<file path="config.mk">
export PLATFORM = sky130hd
export DESIGN_NAME = host_interrupt_status_logic
export DESIGN_NICKNAME = d
export VERILOG_FILES = /design/src/logic/irq_status_pkg.sv /design/src/logic/event_edge.sv /design/src/logic/host_interrupt_status_logic.sv
export SDC_FILE = /design/constraint.sdc
export NUM_CORES = 1
export LEC_CHECK = 0
export ABC_CLOCK_PERIOD_IN_PS = 1780
export BUFFER_PORTS_ARGS = -buffer_cell sky130_fd_sc_hd__buf_2
export CORE_MARGIN = 4
export CORE_UTILIZATION = 45
export DETAILED_ROUTE_END_ITERATION = 6
export PLACE_DENSITY_LB_ADDON = 0.05
export SETUP_SLACK_MARGIN = 0.3
export SLEW_MARGIN = 20
export SYNTH_ARGS = -nofsm -noshare
export SYNTH_HDL_FRONTEND = slang
export SYNTH_HIERARCHICAL = 1
export SYNTH_SLANG_ARGS = --single-unit
</file>
<file path="constraint.sdc">
create_clock -name mclk -period 1.78 [get_ports mclk]
set_clock_uncertainty 0.15 [all_clocks]
set_input_delay 0 -clock mclk [delete_from_list [all_inputs] [get_ports mclk]]
set_output_delay 0 -clock mclk [all_outputs]
set_load 0.005 [all_outputs]
</file>
<file path="src/logic/irq_status_pkg.sv">
package irq_status_pkg;

   // ==========================================================
   // Bus geometry
   localparam int unsigned ADDR_W = 12;
   localparam int unsigned DATA_W = 32;
   localparam int unsigned REG_W = 16;

   // ==========================================================
   // Register indices; byte address is four times the index
   localparam int unsigned IDX_ENABLE = 'h190;
   localparam int unsigned IDX_STATUS = 'h192;
   localparam int unsigned IDX_POWER_MGMT_CONTROL = 'h1c0;
   localparam logic [ADDR_W-1:0] ADDR_ENABLE = ADDR_W'(IDX_ENABLE * 4);
   localparam logic [ADDR_W-1:0] ADDR_STATUS = ADDR_W'(IDX_STATUS * 4);
   localparam logic [ADDR_W-1:0] ADDR_POWER_MGMT_CONTROL = ADDR_W'(IDX_POWER_MGMT_CONTROL * 4);

   // ==========================================================
   // Status and enable bit positions
   localparam int unsigned BIT_LINK = 15;
   localparam int unsigned BIT_TX_DONE = 14;
   localparam int unsigned BIT_RX_READY = 13;
   localparam int unsigned BIT_TIMESTAMP = 12;
   localparam int unsigned BIT_RX_OVERRUN = 11;
   localparam int unsigned BIT_TRIGGER = 10;
   localparam int unsigned BIT_TX_STOP = 9;
   localparam int unsigned BIT_RX_STOP = 8;
   localparam int unsigned BIT_TX_SPACE = 6;
   localparam int unsigned BIT_WAKE_FRAME = 5;
   localparam int unsigned BIT_WAKE_PACKET = 4;
   localparam int unsigned BIT_LINKUP_WAKE = 3;
   localparam int unsigned BIT_ENERGY_WAKE = 2;

   // ==========================================================
   // Masks and reset values
   localparam logic [REG_W-1:0] STATUS_W1C_MASK = 16'hff40;
   localparam logic [REG_W-1:0] STATUS_WAKE_MASK = 16'h003c;
   localparam logic [REG_W-1:0] STATUS_IMPL_MASK = 16'hff7c;
   localparam logic [REG_W-1:0] ENABLE_RW_MASK = 16'hebfc;
   localparam logic [REG_W-1:0] REG_RESET = 16'h0000;

   // ==========================================================
   // Power-management clear field
   localparam int unsigned PM_FIELD_LO = 2;
   localparam int unsigned PM_FIELD_HI = 5;
   localparam logic [3:0] PM_CLR_FRAME = 4'h8;
   localparam logic [3:0] PM_CLR_PACKET = 4'h4;
   localparam logic [3:0] PM_CLR_LINKUP = 4'h2;
   localparam logic [3:0] PM_CLR_ENERGY = 4'h1;

   localparam int unsigned PTP_UNITS = 12;

   // ==========================================================
   // Carriers
   typedef struct packed {
      logic [ADDR_W-1:0] address;
      logic read;
      logic write;
      logic [3:0] byteenable;
      logic [DATA_W-1:0] writedata;
   } avalon_req_t;

   typedef struct packed {
      logic link_state;
      logic tx_done;
      logic rx_ready;
      logic [PTP_UNITS-1:0] capture_unit_ready;
      logic egress_ts_ready;
      logic rx_overrun;
      logic [PTP_UNITS-1:0] trig_done;
      logic [PTP_UNITS-1:0] trig_error;
      logic tx_stopped;
      logic rx_stopped;
      logic tx_space;
      logic wake_frame;
      logic wake_packet;
      logic linkup_wake;
      logic energy_wake;
   } event_src_t;

endpackage

</file>
<file path="src/logic/event_edge.sv">
`timescale 1ns/1ps
module event_edge #(
   parameter int unsigned WIDTH = 8
) (
   // Clock and reset
   input wire logic mclk,
   input wire logic srst,
   // Levels and their edges
   input wire logic [WIDTH-1:0] level,
   output logic [WIDTH-1:0] rise,
   output logic [WIDTH-1:0] fall
);

   // ==========================================================
   // Previous levels
   logic [WIDTH-1:0] prev;
   logic [WIDTH-1:0] next_prev;

   always_comb begin
      next_prev = level;
   end

   always_ff @(posedge mclk) begin
      if (srst) begin
         prev <= '0;
      end else begin
         prev <= next_prev;
      end
   end

   // ==========================================================
   // Per-bit edges
   genvar i;
   generate
      for (i = 0; i < WIDTH; i++) begin : g_bit
         assign rise[i] = level[i] & ~prev[i];
         assign fall[i] = ~level[i] & prev[i];
      end
   endgenerate

endmodule // event_edge

</file>
<file path="src/logic/host_interrupt_status_logic.sv">
`timescale 1ns/1ps
// How it works
// - Interrupt high when enabled status bit set.
// - Reads keep status; write one clears bits 15-8 and 6.
// - Any link state change sets bit 15.
// - Transmit queue frame sent sets bit 14.
// - Receive queue frame ready sets bit 13.
// - Capture ready or egress timestamp sets 12.
// - Receive overrun sets bit 11.
// - Trigger unit done or error sets 10.
// - Transmit process stop sets bit 9.
// - Receive process stop sets bit 8.
// - Transmit space available sets bit 6.
// - Wake frame bit 5, cleared by 1000.
// - Wake packet bit 4, cleared by 0100.
// - Link-up wake bit 3, cleared by 0010.
// - Energy wake bit 2 when enabled; 0001 clears.
// - Enable bits 12, 10 read PTP enable ORs.
module host_interrupt_status_logic (
   // Clock and reset
   input wire logic mclk,
   input wire logic srst,
   // Avalon-MM slave
   input wire irq_status_pkg::avalon_req_t bus,
   output logic waitrequest,
   output logic [irq_status_pkg::DATA_W-1:0] readdata,
   // Event sources
   input wire irq_status_pkg::event_src_t events,
   // PTP unit enables
   input wire logic [irq_status_pkg::PTP_UNITS-1:0] ptp_ts_enables,
   input wire logic [irq_status_pkg::PTP_UNITS-1:0] ptp_trig_enables,
   // Interrupt
   output logic irq
);

   // ==========================================================
   // Address decode
   function automatic logic hit(input logic [irq_status_pkg::ADDR_W-1:0] addr,
                                input logic [irq_status_pkg::ADDR_W-1:0] target);
      hit = (addr == target);
   endfunction

   // ==========================================================
   // Event edges
   irq_status_pkg::event_src_t rise_ev;
   irq_status_pkg::event_src_t fall_ev;
   logic [$bits(irq_status_pkg::event_src_t)-1:0] rise_raw;
   logic [$bits(irq_status_pkg::event_src_t)-1:0] fall_raw;

   event_edge #(
      .WIDTH($bits(irq_status_pkg::event_src_t))
   ) u_edge (
      .mclk(mclk),
      .srst(srst),
      .level(events),
      .rise(rise_raw),
      .fall(fall_raw)
   );

   assign rise_ev = rise_raw;
   assign fall_ev = fall_raw;

   // ==========================================================
   // Bus handshake
   logic ack;
   logic next_ack;
   logic req_any;
   logic wr_take;
   logic rd_first;

   assign req_any = bus.read | bus.write;
   // One wait cycle on every access; the answer comes at the second edge
   assign waitrequest = req_any & ~ack;
   assign wr_take = bus.write & ack;
   assign rd_first = bus.read & ~ack;

   always_comb begin
      next_ack = req_any & ~ack;
   end

   always_ff @(posedge mclk) begin
      if (srst) begin
         ack <= 1'b0;
      end else begin
         ack <= next_ack;
      end
   end

   // ==========================================================
   // Registers
   logic [irq_status_pkg::REG_W-1:0] enable_rw;
   logic [irq_status_pkg::REG_W-1:0] pm_ctrl;
   logic [irq_status_pkg::REG_W-1:0] status;
   logic [irq_status_pkg::DATA_W-1:0] rdata;
   logic [irq_status_pkg::REG_W-1:0] next_enable_rw;
   logic [irq_status_pkg::REG_W-1:0] next_pm_ctrl;
   logic [irq_status_pkg::REG_W-1:0] next_status;
   logic [irq_status_pkg::DATA_W-1:0] next_rdata;
   logic [irq_status_pkg::REG_W-1:0] enable_view;
   logic [irq_status_pkg::REG_W-1:0] lane_mask;
   logic [irq_status_pkg::REG_W-1:0] wdata;
   logic [irq_status_pkg::REG_W-1:0] set_vec;
   logic [irq_status_pkg::REG_W-1:0] clr_w1c;
   logic [irq_status_pkg::REG_W-1:0] clr_wake;
   logic [3:0] pm_code;

   assign lane_mask = {{8{bus.byteenable[1]}}, {8{bus.byteenable[0]}}};
   assign wdata = bus.writedata[irq_status_pkg::REG_W-1:0];
   assign pm_code = wdata[irq_status_pkg::PM_FIELD_HI:irq_status_pkg::PM_FIELD_LO];

   // Enable bits 12 and 10 follow the PTP unit enables, never storage
   always_comb begin
      enable_view = enable_rw & irq_status_pkg::ENABLE_RW_MASK;
      enable_view[irq_status_pkg::BIT_TIMESTAMP] = |ptp_ts_enables;
      enable_view[irq_status_pkg::BIT_TRIGGER] = |ptp_trig_enables;
   end

   // ==========================================================
   // Status events
   always_comb begin
      set_vec = '0;
      set_vec[irq_status_pkg::BIT_LINK] = rise_ev.link_state | fall_ev.link_state;
      set_vec[irq_status_pkg::BIT_TX_DONE] = rise_ev.tx_done;
      set_vec[irq_status_pkg::BIT_RX_READY] = rise_ev.rx_ready;
      set_vec[irq_status_pkg::BIT_TIMESTAMP] = |rise_ev.capture_unit_ready
                                               | rise_ev.egress_ts_ready;
      set_vec[irq_status_pkg::BIT_RX_OVERRUN] = rise_ev.rx_overrun;
      set_vec[irq_status_pkg::BIT_TRIGGER] = |rise_ev.trig_done
                                             | |rise_ev.trig_error;
      set_vec[irq_status_pkg::BIT_TX_STOP] = rise_ev.tx_stopped;
      set_vec[irq_status_pkg::BIT_RX_STOP] = rise_ev.rx_stopped;
      set_vec[irq_status_pkg::BIT_TX_SPACE] = rise_ev.tx_space;
      set_vec[irq_status_pkg::BIT_WAKE_FRAME] = rise_ev.wake_frame;
      set_vec[irq_status_pkg::BIT_WAKE_PACKET] = rise_ev.wake_packet;
      set_vec[irq_status_pkg::BIT_LINKUP_WAKE] = rise_ev.linkup_wake;
      // Energy wake is only recorded while its enable is on
      set_vec[irq_status_pkg::BIT_ENERGY_WAKE] = rise_ev.energy_wake
         & enable_rw[irq_status_pkg::BIT_ENERGY_WAKE];
   end

   // ==========================================================
   // Next register values
   always_comb begin
      next_enable_rw = enable_rw;
      next_pm_ctrl = pm_ctrl;
      clr_w1c = '0;
      clr_wake = '0;
      next_rdata = rdata;
      if (wr_take && hit(bus.address, irq_status_pkg::ADDR_ENABLE)) begin
         next_enable_rw = ((enable_rw & ~lane_mask) | (wdata & lane_mask))
                          & irq_status_pkg::ENABLE_RW_MASK;
      end
      if (wr_take && hit(bus.address, irq_status_pkg::ADDR_STATUS)) begin
         // Wake bits are read-only here
         clr_w1c = wdata & lane_mask & irq_status_pkg::STATUS_W1C_MASK;
      end
      if (wr_take && hit(bus.address, irq_status_pkg::ADDR_POWER_MGMT_CONTROL)) begin
         next_pm_ctrl = (pm_ctrl & ~lane_mask) | (wdata & lane_mask);
         if (bus.byteenable[0]) begin
            unique case (pm_code)
               irq_status_pkg::PM_CLR_FRAME: begin
                  clr_wake[irq_status_pkg::BIT_WAKE_FRAME] = 1'b1;
               end
               irq_status_pkg::PM_CLR_PACKET: begin
                  clr_wake[irq_status_pkg::BIT_WAKE_PACKET] = 1'b1;
               end
               irq_status_pkg::PM_CLR_LINKUP: begin
                  clr_wake[irq_status_pkg::BIT_LINKUP_WAKE] = 1'b1;
               end
               irq_status_pkg::PM_CLR_ENERGY: begin
                  clr_wake[irq_status_pkg::BIT_ENERGY_WAKE] = 1'b1;
               end
               default: begin
                  clr_wake = '0;
               end
            endcase
         end
      end
      // A new event wins over a clear in the same cycle; reads clear nothing
      next_status = ((status & ~(clr_w1c | clr_wake)) | set_vec)
                    & irq_status_pkg::STATUS_IMPL_MASK;
      // Read data is captured in the wait cycle and held until the answer
      if (rd_first) begin
         if (hit(bus.address, irq_status_pkg::ADDR_ENABLE)) begin
            next_rdata = {16'h0000, enable_view};
         end else if (hit(bus.address, irq_status_pkg::ADDR_STATUS)) begin
            next_rdata = {16'h0000, status};
         end else if (hit(bus.address, irq_status_pkg::ADDR_POWER_MGMT_CONTROL)) begin
            next_rdata = {16'h0000, pm_ctrl};
         end else begin
            next_rdata = 32'h0000_0000;
         end
      end
   end

   always_ff @(posedge mclk) begin
      if (srst) begin
         enable_rw <= irq_status_pkg::REG_RESET;
         pm_ctrl <= irq_status_pkg::REG_RESET;
         status <= irq_status_pkg::REG_RESET;
         rdata <= 32'h0000_0000;
      end else begin
         enable_rw <= next_enable_rw;
         pm_ctrl <= next_pm_ctrl;
         status <= next_status;
         rdata <= next_rdata;
      end
   end

   assign readdata = rdata;

   // ==========================================================
   // Interrupt output: follows status and enables with no delay
   assign irq = |(status & enable_view);
endmodule // host_interrupt_status_logic

</file>
Yosys cells after proc, flatten, opt, wreduce, memory -nomap -nowiden
Index checks and enable logic that the tools add are counted.

Bits in latches: 0. Register bits: 125. Bits of input ports: 124. Bits in read-only memories: 0. Logic and storage cells: 151. Bits in writable memories: 0. Output and inout port bits: 34. Memories: 0.

$mul: 0. Shift-type cells: 0. Reductions and logical operators: 9. Multiplexer cells: 10. Add/sub/neg operators: 0. Bitwise operators: 118. Equal/unequal tests: 7. Div/mod/pow operators: 0. Magnitude comparators: 0.

Operator list (number): 16-bit bitwise AND (5); 16-bit two-way mux (4); 16-bit OR (4); 12-bit OR reduction (5); 1-bit bitwise AND (53); 1-bit inverter (50); 12-bit by 11-bit == test with 1-bit output, second input constant (3); 16-bit inverter (2); 16-bit OR reduction (1); 6-bit two-way mux (2); 4-bit by 1-bit == test with 1-bit output, second input constant (1); 4-bit by 2-bit == test with 1-bit output, second input constant (1); 4-bit by 3-bit == test with 1-bit output, second input constant (1); 4-bit == test, second input constant (1); 1-bit two-way mux (4); 1-bit OR (4); 1-bit logical AND (3).

Depth between registers and ports, before layout
Word-level depth: 8. Depth in mapped cells: 6. Gate-level depth less buffers: 4.

Cells and area by module
Netlist, hierarchy kept.

By module, submodules not included: host_interrupt_status_logic (times used 1, seq. area each 1161.1 um2, area an instance 2881.5 um2, cells each 342); event_edge (times used 1, seq. area each 960.9 um2, area an instance 1905.6 um2, cells each 197).

Least setup slack after synthesis
No wires, ideal clock.

Kind: reg2reg. From: register ack. To: register status[10] (netlist bit). Setup slack: 194 ps. Clock period less this slack: 1586 ps. Path buffers: 1. Arrival: 1298 ps. Stages on the path, launching flop included: 6. Data required time: 1491 ps. Setup time: 139 ps. Cells stage by stage: dfxtp_1 > and3_1 > clkbuf_1 > nand3_1 > o21ai_0 > a41oi_1.

Longest elaborated chain between the ends: 7.

RTL lines: start: declaration (RTL line host_interrupt_status_logic.sv:65) `logic ack;`; start signal: assignment (RTL line host_interrupt_status_logic.sv:85) `ack <= next_ack;`; 1-bit bitwise AND (RTL line host_interrupt_status_logic.sv:74) `assign wr_take = bus.write & ack;`; 1-bit logical AND (RTL line host_interrupt_status_logic.sv:153) `if (wr_take && hit(bus.address, irq_status_pkg::ADDR_STATUS)) begin`; 16-bit two-way mux (RTL line host_interrupt_status_logic.sv:153); 16-bit OR (RTL line host_interrupt_status_logic.sv:180) `next_status = ((status & ~(clr_w1c | clr_wake)) | set_vec)`; 16-bit inverter (RTL line host_interrupt_status_logic.sv:180); 16-bit bitwise AND (RTL line host_interrupt_status_logic.sv:180); 16-bit OR (RTL line host_interrupt_status_logic.sv:180); end signal: assignment (RTL line host_interrupt_status_logic.sv:200) `status <= irq_status_pkg::REG_RESET;`; end signal: assignment (RTL line host_interrupt_status_logic.sv:205) `status <= next_status;`; end: declaration (RTL line host_interrupt_status_logic.sv:93) `logic [irq_status_pkg::REG_W-1:0] status;`.

Every way passes these cells. A chain may end at the register's enable or synchronous reset.

==> results.yml <==
worst_setup_path:
  cp_data_arrival_time_ns: 1.57
  path_class: "flip-flop to output port"
  worstSetupEndpoint: "irq"
  crit_chain: "a22o_1 > a221oi_2 > and3_4 > nand3_2 > buf_2"
  crit_family: "compound AO/OA/AOI/OAI gates"
  r2r_start: "ack"
  end_kind: "output port"
  r2r_cells: 5
  r2r_end: "status[4]"
  reg2reg_slack_ns: 0.25
  crit_required_ns: 1.63
  cp_num_buf_inv: 1
  crit_fanout: 2
  critPathSlowestCell: "dfxtp_2"
  worstSetupStartpointType: "flip-flop"
  critPathMaxStageDelay_ns: 0.33
  cp.depth: 5
placed_design:
  portBuffers: 123
  hpwl_um: 8240
  place_area_sq_um: 5240
  pre_cts_ws_ns: 0.0466
  place_inst: 739
  gp_congestion: 0.828
pwr:
  irDropWorstVdd_uv: 435
  switching_share: 0.247
  p_leak_nw: 2.70
  p_int_mw: 3.31
  p_total_mw: 4.40
  p_seq_frac: 0.566
  pwr-share-comb: 0.130
  p_switching_mw: 1.09
  clkPwrFrac: 0.303
  powerDensity_nw_per_um2: 703
global_route:
  grt_overflow: 0
  met3_usage: 0.0294
  gr-usage-met1: 0.274
  grt_antenna_before_repair: 0
  track_usage: 0.207
  grt_pass1_vias: 4040
  grt_busiest_layer: "met2"
  grt_start_max_net_pins: 82
  grt_pass1_wl_um: 19100
  gr-usage-met2: 0.348
outcome:
  violations: "hold timing"
  status: "complete, but fails checks"
route:
  drc: 0
  vias_per_cell: 4.97
  drt_wl_total_um: 11900
  drt_first_pass_iters: 4
  drt_iter0_markers: 243
  ant_nets: 0
  wl_per_cell_um: 14.4
  routed-via-count: 4102
floorplan:
  num_rows: 36
  dieHeight_um: 108
  boundaryPins: 158
  start_util: 0.462
  dieArea_sq_um: 11600
  chipWidth_um: 108
  core_area_sq_um: 9730
synthesis:
  syn_area_sq_um: 4490
  syn_inst: 492
  postSynthAreaPerCell_sq_um: 9.13
  ys.warnings.count: 6
clock_tree:
  clock_path_buffers: 2
  ctsRootBufferMaster: "clkbuf_8"
  cts_made_buffers: 9
  htreeDepth: 3
  numClockSinks: 106
  clk_pin_slew_ns: 0.10
  clock_latency_ns: 0.36
  cts_tree: "yes"
cells_and_area:
  seq_area_sq_um: 2130
  drive_gt1_frac: 0.268
  fillers: 856
  multi_input_area_sq_um: 2280
  final_cell_area_sq_um: 6260
  stdcell_count: 826
  n_antenna_cell: 0
  nNetsFinal: 813
  final_util: 0.644
  area_growth_pct: 39.3
timing:
  timing.setup.tns_ns: 0
  fin_ws_ns: 0.0647
  rsz0062_at_grt: "yes"
  finalHoldViolCount: 9
  fin_crit_ns: 1.72
  setup_viol: 0
  fmax_mhz: 583
  slew_viol_final: 0
  hold_slack_ns: -0.00743
  fin_crit_sh: 0.964
flow_run:
  cap_violations: 0
min_path:
  hold_path_class: "input pin to flip-flop"
-- worst register-to-register path, stage by stage, from the launching register on --
cell,delay [ns]
dfxtp_4,0.39
and4b_1,0.23
nand4_1,0.19
buf_6,0.23
nor3_4,0.13
a31oi_1,0.10
-- layout by cell type (no fill, tap or decap), drive strengths merged, types with 4 or more instances in the layout --
cell,instances
dlygate4sd3,69
o22ai,9
nor3,6
a31oi,4
o31ai,9
o21ai,18
nor2,30
nand3,30
nor4,14
dfxtp,106
conb,16
a211oi,10
nand2,15
and3,4
nor2b,109
nand4,4
clkbuf,12
a21oi,21
buf,142
mux2i,20
inv,9
-- worst min-delay path by stage --
stage | startpoint | to | slack [ns] | cells past startpoint
3_5_place_dp | events[33] | u_edge/prev[33] | 0.08 | 2
5_1_grt | bus[33] | flip-flop | -0.001 | 4
4_1_cts | bus[41] | readdata[7] | 0.007 | 4
2_1_floorplan | bus[3] | status[3] | -0.05 | 1
6_report | bus[42] | readdata[14] | -0.007 | 5
3_3_place_gp | events[34] | u_edge/prev[34] | 0.07 | 2
-- timing repair --
action / 4_1_cts / 5_1_grt
setup buffers: 3 / 0
endpoints found under the hold margin: 95 / 0
pin swaps: 4 / 6
resized for setup: 14 / 22
setup endpoints to repair: 44 / 47
hold buffers: 69 / 0
-- metal layers --
metal  share of wire  vias to the layer above
met5               0                        -
li1                -                     2075
met4           0.015                        0
met1            0.45                     1894
met2            0.49                      118
met3           0.050                       15
-- layout make-up --
class                   instances  share of cell area
multi-input cells             352               0.364
flip-flops and latches        106               0.340
repair buffers                212               0.238
well taps                     133              0.0266
clock buffers                  11              0.0226
inverters                       8             0.00480
clock inverters                 4             0.00440
-- power by group through the flow --
stage          logic (mW)  clock network, mW  registers [mW]
2_1_floorplan       0.253                  0            2.54
3_3_place_gp        0.419                  0            2.54
3_5_place_dp        0.429                  0            2.55
4_1_cts             0.554               1.39            2.49
5_1_grt             0.635               1.50            2.51
6_report            0.574               1.34            2.49
Note: power is estimated with default switching activity, not from simulation.
